===== src/hdl/rbm_pkg.sv =====
package rbm_pkg;

  // ----------------------------------------------------------------
  // Register map (byte index on the plain register port)
  // ----------------------------------------------------------------
  localparam logic [3:0] RBM_CMD_ADDR    = 4'h0;
  localparam logic [3:0] RBM_START_ADDR  = 4'h1;
  localparam logic [3:0] RBM_STOP_ADDR   = 4'h2;
  localparam logic [3:0] RBM_BOUND_ADDR  = 4'h3;
  localparam logic [3:0] RBM_TCR_ADDR    = 4'h4;
  localparam logic [3:0] RBM_STAT_ADDR   = 4'h7;
  localparam logic [3:0] RBM_RXCFG_ADDR  = 4'hc;
  localparam logic [3:0] RBM_CURR_ADDR   = 4'h8;
  localparam logic [3:0] RBM_MISS_ADDR   = 4'hd;
  localparam logic [3:0] RBM_RBCL_ADDR   = 4'ha;
  localparam logic [3:0] RBM_RBCH_ADDR   = 4'hb;

  // ----------------------------------------------------------------
  // Field positions
  // ----------------------------------------------------------------
  localparam int RBM_CMD_HALT     = 0;
  localparam int RBM_CMD_RUN      = 1;
  localparam int RBM_CMD_XMIT     = 2;
  localparam int RBM_STAT_SENT    = 1;
  localparam int RBM_STAT_TXERR   = 3;
  localparam int RBM_STAT_OVWARN  = 4;
  localparam int RBM_STAT_HALTED  = 7;
  localparam int RBM_TCR_LB_LO    = 1;
  localparam int RBM_TCR_LB_HI    = 2;
  localparam int RBM_RXCFG_BAD    = 0;
  localparam int RBM_RXCFG_RUNT   = 1;

  // ----------------------------------------------------------------
  // Reset values and sizes
  // ----------------------------------------------------------------
  localparam logic [7:0] RBM_CMD_RST   = 8'h21;
  localparam logic [7:0] RBM_ZERO8     = 8'h00;
  localparam logic [7:0] RBM_PAGE_ONE  = 8'h01;
  localparam logic [7:0] RBM_HDR_BYTES = 8'h04;
  localparam logic [7:0] RBM_BYTE_LAST = 8'hff;
  localparam logic [1:0] RBM_LB_NORMAL = 2'h0;
  localparam logic [1:0] RBM_HDR_LAST  = 2'h3;

  // Receive state machine
  typedef enum logic [2:0] {
    RBM_IDLE,
    RBM_STORE,
    RBM_LINK,
    RBM_HDR,
    RBM_SUSPEND
  } rbm_state_t;

endpackage


===== src/hdl/rbm_wr_if.sv =====
`timescale 1ns/1ns
// Write port of the local DMA towards buffer memory
interface rbm_wr_if;
  logic        valid;
  logic [15:0] addr;
  logic [7:0]  data;
  modport src (output valid, output addr, output data);
  modport dst (input valid, input addr, input data);
endinterface


===== src/hdl/rbm_mem_port.sv =====
`timescale 1ns/1ns
// Registers the local DMA write onto the memory pins
module rbm_mem_port (
  input  wire logic  i_core_clk,  // Core clock
  input  wire logic  i_nrst,      // Sync reset, low
  input  wire logic  i_ce,        // Clock enable
  rbm_wr_if.dst      wr,          // Write from DMA
  output logic       o_we,        // Memory write strobe
  output logic [15:0] o_addr,     // Memory address
  output logic [7:0] o_data       // Memory data
);
  // ----------------------------------------------------------------
  // Output register
  // ----------------------------------------------------------------
  always_ff @(posedge i_core_clk) begin
    if (!i_nrst) begin
      o_we   <= 1'b0;
      o_addr <= 16'h0000;
      o_data <= 8'h00;
    end else if (i_ce) begin
      o_we   <= wr.valid;
      o_addr <= wr.addr;
      o_data <= wr.data;
    end
  end
endmodule


===== src/hdl/rbm_ring_mgr.sv =====
// The implementer's own choices: the plain strobed port and the address map.
`timescale 1ns/1ns
// Behaviour
// - Full page links to next contiguous page
// - Check next page: stop first, then boundary
// - Next equals stop page: wrap to start
// - Next equals boundary: abort, never overwrite
// - Neither matches: link and keep storing
// - Overflow sets overwrite warning flag
// - Overflow abort keeps earlier packets intact
// - After overflow suspend receive until recovery
// - Halt finishes frame; host waits 1.6 ms
// - Loopback modes on transmit config D2,D1
// - Writing 22H starts device, remote DMA
// - Stopped device does not tally misses
// - Loopback keeps local receive DMA inactive
// - Accepted packet: header at first page
// - Next packet starts at stored next page
// - New packet starts four bytes into page
// - Rejected packet rewinds to current page
module rbm_ring_mgr
  import rbm_pkg::*;
(
  input  wire logic        i_core_clk,  // Core clock, 20 MHz
  input  wire logic        i_nrst,      // Sync reset, low
  input  wire logic        i_ce,        // Clock enable
  input  wire logic [3:0]  i_addr,      // Register index
  input  wire logic [7:0]  i_wdata,     // Register write data
  input  wire logic        i_wr,        // Register write strobe
  input  wire logic        i_rd,        // Register read strobe
  output logic      [7:0]  o_rdata,     // Read data, next cycle
  input  wire logic        i_rx_start,  // Frame begins (same clock)
  input  wire logic        i_rx_valid,  // Received byte valid
  input  wire logic [7:0]  i_rx_data,   // Received byte
  input  wire logic        i_rx_end,    // Frame ends
  input  wire logic        i_rx_good,   // Frame passed checks
  input  wire logic        i_rx_miss,   // Frame missed pulse
  input  wire logic [7:0]  i_rx_status, // Receive status byte
  input  wire logic        i_tx_sent,   // Packet sent pulse
  input  wire logic        i_tx_err,    // Transmit error pulse
  output logic             o_mem_we,    // Buffer memory write
  output logic      [15:0] o_mem_addr,  // Buffer memory address
  output logic      [7:0]  o_mem_data,  // Buffer memory data
  output logic             o_rx_abort,  // Reception aborted pulse
  output logic             o_rx_active  // Local receive DMA live
);

  // ----------------------------------------------------------------
  // Registers
  // ----------------------------------------------------------------
  logic [7:0]  cmd_reg, cmd_next;
  logic [7:0]  ring_start_page_reg;
  logic [7:0]  ring_stop_page_reg;
  logic [7:0]  read_boundary_pointer_reg;
  logic [7:0]  tcr_reg;
  logic [7:0]  receive_config_reg;
  logic [7:0]  curr_reg, curr_next;
  logic [7:0]  interrupt_status_reg, stat_next;
  logic [7:0]  miss_reg;
  logic [7:0]  remote_count_low_reg;
  logic [7:0]  remote_count_high_reg;
  logic        ovf_hold_reg, ovf_hold_next;
  rbm_state_t  state_reg, state_next;
  logic [7:0]  page_reg, page_next;
  logic [7:0]  offs_reg, offs_next;
  logic [7:0]  next_pkt_reg, next_pkt_next;
  logic [15:0] count_reg, count_next;
  logic [1:0]  hdr_idx_reg, hdr_idx_next;
  logic        abort_next;

  rbm_wr_if wr_bus ();

  // ----------------------------------------------------------------
  // Decode
  // ----------------------------------------------------------------
  wire wr_cmd    = i_wr && (i_addr == RBM_CMD_ADDR);
  wire wr_stat   = i_wr && (i_addr == RBM_STAT_ADDR);
  wire halted    = cmd_reg[RBM_CMD_HALT];
  wire [1:0] lb  = tcr_reg[RBM_TCR_LB_HI:RBM_TCR_LB_LO];
  wire loopback  = (lb != RBM_LB_NORMAL);
  // Receive runs only when started, out of loopback, not suspended
  wire rx_enable = !halted && !loopback && !ovf_hold_reg;
  wire accept    = i_rx_good || receive_config_reg[RBM_RXCFG_BAD]
                   || receive_config_reg[RBM_RXCFG_RUNT];

  // Next page after the current one, compared as page numbers
  wire [7:0] page_inc  = page_reg + RBM_PAGE_ONE;
  wire       hit_stop  = (page_inc == ring_stop_page_reg);
  wire [7:0] page_cand = hit_stop ? ring_start_page_reg : page_inc;
  wire       hit_read_boundary_pointer = (page_cand == read_boundary_pointer_reg);
  // Page following the packet's last page, for the next packet
  wire [7:0] nxt_free  = hit_stop ? ring_start_page_reg : page_inc;

  // Header byte chosen by index
  wire [7:0] hdr_byte =
    (hdr_idx_reg == 2'h0) ? i_rx_status :
    (hdr_idx_reg == 2'h1) ? next_pkt_reg :
    (hdr_idx_reg == 2'h2) ? count_reg[7:0] : count_reg[15:8];

  wire store_byte = (state_reg == RBM_STORE) && i_rx_valid && !i_rx_end;
  wire page_full  = (offs_reg == RBM_BYTE_LAST);

  assign wr_bus.valid = store_byte || (state_reg == RBM_HDR);
  assign wr_bus.addr  = (state_reg == RBM_HDR) ?
                        {curr_reg, 6'h00, hdr_idx_reg} : {page_reg, offs_reg};
  assign wr_bus.data  = (state_reg == RBM_HDR) ? hdr_byte : i_rx_data;

  // ----------------------------------------------------------------
  // Receive state machine
  // ----------------------------------------------------------------
  always_comb begin
    state_next    = state_reg;
    page_next     = page_reg;
    offs_next     = offs_reg;
    next_pkt_next = next_pkt_reg;
    count_next    = count_reg;
    hdr_idx_next  = hdr_idx_reg;
    curr_next     = curr_reg;
    ovf_hold_next = ovf_hold_reg;
    abort_next    = 1'b0;
    case (state_reg)
      RBM_IDLE: begin
        if (i_rx_start && rx_enable) begin
          page_next  = curr_reg;
          offs_next  = RBM_HDR_BYTES;
          count_next = {8'h00, RBM_HDR_BYTES};
          state_next = RBM_STORE;
        end
      end
      RBM_STORE: begin
        if (i_rx_end) begin
          if (accept) begin
            next_pkt_next = nxt_free;
            hdr_idx_next  = 2'h0;
            state_next    = RBM_HDR;
          end else begin
            state_next = RBM_IDLE;             // curr kept, pages reclaimed
          end
        end else if (i_rx_valid) begin
          count_next = count_reg + 16'h0001;
          offs_next  = offs_reg + RBM_PAGE_ONE;
          if (page_full) begin
            state_next = RBM_LINK;
          end
        end
      end
      RBM_LINK: begin
        if (hit_read_boundary_pointer) begin
          abort_next    = 1'b1;                // nothing written
          ovf_hold_next = 1'b1;
          state_next    = RBM_SUSPEND;
        end else begin
          page_next  = page_cand;
          offs_next  = RBM_ZERO8;
          state_next = RBM_STORE;
        end
      end
      RBM_HDR: begin
        hdr_idx_next = hdr_idx_reg + 2'h1;
        if (hdr_idx_reg == RBM_HDR_LAST) begin
          curr_next  = next_pkt_reg;
          state_next = RBM_IDLE;
        end
      end
      RBM_SUSPEND: begin
        if (!ovf_hold_reg) begin
          state_next = RBM_IDLE;
        end
      end
      default: state_next = RBM_IDLE;
    endcase
    // Recovery: halt clears the suspension
    if (halted) begin
      ovf_hold_next = 1'b0;
    end
    if (i_wr && (i_addr == RBM_CURR_ADDR)) begin
      curr_next = i_wdata;
    end
  end

  // Status: hardware set wins over software clear by write of ones
  always_comb begin
    stat_next = interrupt_status_reg;
    if (wr_stat) begin
      stat_next = interrupt_status_reg & ~i_wdata;
    end
    stat_next[RBM_STAT_HALTED] = halted;
    if (abort_next) begin
      stat_next[RBM_STAT_OVWARN] = 1'b1;
    end
    if (i_tx_sent) begin
      stat_next[RBM_STAT_SENT] = 1'b1;
    end
    if (i_tx_err) begin
      stat_next[RBM_STAT_TXERR] = 1'b1;
    end
  end

  // Command: transmit request clears itself when the send finishes
  always_comb begin
    cmd_next = cmd_reg;
    if (wr_cmd) begin
      cmd_next = i_wdata;
    end else if (i_tx_sent || i_tx_err) begin
      cmd_next[RBM_CMD_XMIT] = 1'b0;
    end
  end

  // ----------------------------------------------------------------
  // Flip-flops
  // ----------------------------------------------------------------
  always_ff @(posedge i_core_clk) begin
    if (!i_nrst) begin
      state_reg    <= RBM_IDLE;
      page_reg     <= RBM_ZERO8;
      offs_reg     <= RBM_ZERO8;
      next_pkt_reg <= RBM_ZERO8;
      count_reg    <= 16'h0000;
      hdr_idx_reg  <= 2'h0;
      curr_reg     <= RBM_ZERO8;
      ovf_hold_reg <= 1'b0;
      o_rx_abort   <= 1'b0;
    end else if (i_ce) begin
      state_reg    <= state_next;
      page_reg     <= page_next;
      offs_reg     <= offs_next;
      next_pkt_reg <= next_pkt_next;
      count_reg    <= count_next;
      hdr_idx_reg  <= hdr_idx_next;
      curr_reg     <= curr_next;
      ovf_hold_reg <= ovf_hold_next;
      o_rx_abort   <= abort_next;
    end
  end

  // Software registers
  always_ff @(posedge i_core_clk) begin
    if (!i_nrst) begin
      cmd_reg                   <= RBM_CMD_RST;
      ring_start_page_reg       <= RBM_ZERO8;
      ring_stop_page_reg        <= RBM_ZERO8;
      read_boundary_pointer_reg <= RBM_ZERO8;
      tcr_reg                   <= RBM_ZERO8;
      receive_config_reg        <= RBM_ZERO8;
      interrupt_status_reg      <= RBM_ZERO8;
      remote_count_low_reg      <= RBM_ZERO8;
      remote_count_high_reg     <= RBM_ZERO8;
    end else if (i_ce) begin
      cmd_reg              <= cmd_next;
      interrupt_status_reg <= stat_next;
      if (i_wr) begin
        case (i_addr)
          RBM_START_ADDR:  ring_start_page_reg       <= i_wdata;
          RBM_STOP_ADDR:   ring_stop_page_reg        <= i_wdata;
          RBM_BOUND_ADDR:  read_boundary_pointer_reg <= i_wdata;
          RBM_TCR_ADDR:    tcr_reg                   <= i_wdata;
          RBM_RXCFG_ADDR:  receive_config_reg        <= i_wdata;
          RBM_RBCL_ADDR:   remote_count_low_reg      <= i_wdata;
          RBM_RBCH_ADDR:   remote_count_high_reg     <= i_wdata;
          default: ;
        endcase
      end
    end
  end

  // Missed packet tally, frozen while halted; read clears it
  always_ff @(posedge i_core_clk) begin
    if (!i_nrst) begin
      miss_reg <= RBM_ZERO8;
    end else if (i_ce) begin
      if (i_rx_miss && !halted && (miss_reg != RBM_BYTE_LAST)) begin
        miss_reg <= miss_reg + RBM_PAGE_ONE;
      end else if (i_rd && (i_addr == RBM_MISS_ADDR)) begin
        miss_reg <= RBM_ZERO8;
      end
    end
  end

  // Read data and activity flag
  always_ff @(posedge i_core_clk) begin
    if (!i_nrst) begin
      o_rdata     <= RBM_ZERO8;
      o_rx_active <= 1'b0;
    end else if (i_ce) begin
      o_rx_active <= rx_enable;
      if (i_rd) begin
        case (i_addr)
          RBM_CMD_ADDR:    o_rdata <= cmd_reg;
          RBM_START_ADDR:  o_rdata <= ring_start_page_reg;
          RBM_STOP_ADDR:   o_rdata <= ring_stop_page_reg;
          RBM_BOUND_ADDR:  o_rdata <= read_boundary_pointer_reg;
          RBM_TCR_ADDR:    o_rdata <= tcr_reg;
          RBM_STAT_ADDR:   o_rdata <= interrupt_status_reg;
          RBM_CURR_ADDR:   o_rdata <= curr_reg;
          RBM_RXCFG_ADDR:  o_rdata <= receive_config_reg;
          RBM_MISS_ADDR:   o_rdata <= miss_reg;
          RBM_RBCL_ADDR:   o_rdata <= remote_count_low_reg;
          RBM_RBCH_ADDR:   o_rdata <= remote_count_high_reg;
          default:         o_rdata <= RBM_ZERO8;
        endcase
      end else begin
        o_rdata <= RBM_ZERO8;
      end
    end
  end

  // ----------------------------------------------------------------
  // Memory port
  // ----------------------------------------------------------------
  rbm_mem_port u_mem (
    .i_core_clk (i_core_clk),
    .i_nrst     (i_nrst),
    .i_ce       (i_ce),
    .wr         (wr_bus),
    .o_we       (o_mem_we),
    .o_addr     (o_mem_addr),
    .o_data     (o_mem_data)
  );

endmodule


===== config.mk =====
export PLATFORM = sky130hd
export DESIGN_NAME = rbm_ring_mgr
export DESIGN_NICKNAME = d
export VERILOG_FILES = /design/src/hdl/rbm_pkg.sv /design/src/hdl/rbm_wr_if.sv /design/src/hdl/rbm_mem_port.sv /design/src/hdl/rbm_ring_mgr.sv
export SDC_FILE = /design/constraint.sdc
export NUM_CORES = 1
export LEC_CHECK = 0
export BUFFER_PORTS_ARGS = -buffer_cell sky130_fd_sc_hd__buf_4
export CAP_MARGIN = 20
export CORE_MARGIN = 3
export CORE_UTILIZATION = 45
export DETAILED_ROUTE_END_ITERATION = 16
export GPL_ROUTABILITY_DRIVEN = 0
export SYNTH_ARGS = -nofsm -noshare
export SYNTH_HDL_FRONTEND = slang
export SYNTH_SLANG_ARGS = --single-unit
export TNS_END_PERCENT = 5

===== constraint.sdc =====
create_clock -name i_core_clk -period 7.3 [get_ports i_core_clk]
set_clock_uncertainty 0.1 [all_clocks]
set_input_delay 1.46 -clock i_core_clk [delete_from_list [all_inputs] [get_ports i_core_clk]]
set_output_delay 1.46 -clock i_core_clk [all_outputs]
set_load 0.02 [all_outputs]

==> results.cfg <==
[layout]
fill_cells = 1752
seq_area_um2 = 3380
mostFrequentLayoutCell = nor2_1
final_cell_mix = 187 x nor2_1, 169 x dfxtp_1, 107 x nand2_1, 90 x a21oi_1, 88 x mux2i_1
multi_input_area_um2 = 4720
final_util_pct = 53.0
finalNetCount = 1091
drive_above_1_share_pct = 13.4
insertedDiodeCount = 0
fin_cells = 1284
syn_to_final_growth_pct = 13.8

[yosys]
synth-xor-area-share_pct = 3.97
synth-main-ff-cell = dfxtp_1
synth.area.mux_share_pct = 11.8
syn_nets = 1069
yosys.area_share.simple_pct = 21.2
synth_edf_count = 0
synth_fa_ha_area_share_pct = 1.18
synth_area_um2 = 8480
synth_compound_area_share_pct = 17.5
yosys_warnings = 0
synthCells = 1021
avgSynthCellArea_um2 = 8.30
yosysSeqAreaShare_pct = 39.9
ys_types = 68
ys_ff_latch = 169
synth_top_family_by_area = simple AND/OR/NAND/NOR gates
async_reset_ff_share_pct = 0

[worst_setup_path]
path_buf_inv = 0
worstPathMaxFanout = 16
startpoint = page_reg[0]
cp-endpoint = page_reg[1]
crit_path_start_kind = flop
ff2ff_path_depth = 11
worstSetupEndpointType = flop
required_ps = 7480
crit_chain = ha_1, nand3_1, a32o_1, nor4b_4, o2111ai_4, mux2i_1, xnor2_1, nor4_2, a31oi_2, mux2i_1, nor2_1
critPathMostFrequentCell = mux2i_1
r2r-start = page_reg[0]
cpMaxStageDelayCell = a31oi_2
cpPeakStageDelay_ps = 810
cp_top_family = compound AO/OA/AOI/OAI gates
r2r_setup_slack_ps = 3300
critPathKind = flop to flop
arrival_ps = 4190
timing.rr.end = page_reg[1]
critical_path_cell_count = 11

[grt]
global_route.usage.met2_pct = 35.5
grt_pass1_vias = 6830
grt_pass1_wl_um = 38900
antenna_found_initial = 0
use_met3_pct = 5.43
grt.overflow.total = 0
grt_start_max_net_pins = 74
met1_usage_pct = 36.6
grt.busiest_layer = met1
grtUsageTotal_pct = 24.3

[placed_design]
pre_cts_ws_ps = 3060
placed_cells_incl_taps = 1252
port_buffers = 74
hpwl_um = 17400

[sta]
min_period_ps = 4000
final_max_slew_viol_count = 0
rsz0062_at_grt = false
slew_headroom_pct = 32.6
setup_ws_ps = 3300
timing.setup.tns_ps = 0
worstMarginPinSlew_ps = 1010
fmax_mhz = 250
hold_violations = 0
setup_viol = 0
fin_hold_ws_ps = 335
period_share_pct = 54.8

[floorplan]
io_pins = 75
rows = 49
coreArea_um2 = 18200
fp.dieW_um = 143
die_area_um2 = 20500
initial_utilization_pct = 46.6
fp.dieH_um = 143

[route]
via_per_inst = 5.73
first_iter_violations = 652
drt_pass1_iterations = 6
drc_errors = 0
postRouteAntennaNets = 0
routed_wl_um = 24600
via_count = 7361
wl_per_cell_um = 19.2

[hold_path]
hp-class = flop to flop

[clock_tree]
insertion_delay_ps = 420
postCtsHoldBufs = 0
cts_resized = 0
clk_root_buffer_cell = clkbuf_16
htree_num_levels = 4
path_clk_slew_ps = 70
clockBufferDepth = 2
numCtsBuffers = 17
cts_setup_buffers = 0
cts_sinks = 169
cts_tree = yes

[pwr]
p_leak_nw = 3.58
cellPowerDensity_nw_per_um2 = 225
ir_worst_vdd_mv = 0.162

[run]
max_cap_viol_count = 0

[run_status]
status = finished, final reports clean
[per-stage QoR]
stage | total power, mW | instance area, um2
finish | 2.17 | 9650
global route | 2.25 | 9650
CTS | 2.18 | 9640
detailed placement | 1.25 | 9030
global placement | 1.25 | 9030
floorplan | 1.18 | 8480
[worst min path at each step]
stage                                       start                       to  slack (ps)  cells after the start
after floorplan           interrupt_status_reg[6]  interrupt_status_reg[6]         310                      2
after global placement    interrupt_status_reg[6]  interrupt_status_reg[6]         320                      2
after detailed placement  interrupt_status_reg[6]  interrupt_status_reg[6]         320                      2
after CTS                 interrupt_status_reg[6]  interrupt_status_reg[6]         330                      2
after global routing      interrupt_status_reg[6]  interrupt_status_reg[6]         360                      2
final                     interrupt_status_reg[6]  interrupt_status_reg[6]         330                      2
[where the power goes]
group / total [mW] / switching, mW / internal (mW)
combinational: 0.258 / 0.161 / 0.0970
clock: 0.935 / 0.369 / 0.566
sequential: 0.977 / 0.0330 / 0.944
total: 2.17 / 0.562 / 1.61
[worst min-delay path, stage by stage (launching register included)]
cell and delay (ps):
dfxtp_1 310, nand2_1 50, a21oi_1 30
[Yosys cell counts, types with 3 or more instances]
cell      number  area, um2
a211oi_2       7       87.6
nand3_1       32        160
buf_2          4       20.0
o32ai_1        3       26.3
xor2_1        16        140
nand3b_1       3       22.5
a222oi_1       3       30.0
o211ai_1      18        135
a31oi_1        4       25.0
a311oi_1       9       78.8
inv_1         12       45.0
xnor2_1       17        149
nor3b_1        4       30.0
nor4_2         3       37.5
a22oi_1       19        143
nand4_1        9       56.3
a22o_1         4       35.0
mux2_2         9        101
mux2i_1       88        881
nor2_1       187        702
dfxtp_1      169       3380
nor2b_1        9       56.3
o21ai_0       19       95.1
and3_1         8       50.1
a21oi_1       90        450
a211oi_1      12       90.1
clkbuf_1      63        236
or3_1          7       43.8
nor4_1         3       18.8
buf_6          5       56.3
nor3_1        14       70.1
a32oi_1        3       26.3
and2_1         6       37.5
nand2_1      107        402
buf_1          4       15.0
ha_1           8        100
[layer usage]
metal | wire length, um | vias to the layer above
met1 | 12100 | 3472
met3 | 1670 | 20
met2 | 10600 | 239
met5 | 0 | -
li1 | - | 3630
met4 | 269 | 0
[final cells by class]
cell class	count	area share (%)
multi-input combinational	764	49.0
sequential	169	35.1
timing repair buffer	79	6.15
clock buffer	22	4.92
tap	229	2.97
clock inverter	9	1.44
inverter	12	0.493
[cells by family (layout without fill, tap and decap cells)]
group	count (synthesis)	in the layout
buffers and inverters	88	122
muxes	98	98
and+or+nand+nor	405	405
AOI/OAI and AO/OA	218	218
DFF	169	169
xor gates and xnor gates	35	35
adders and majority gates	8	8
Note: power is estimated with default switching activity, not from simulation.
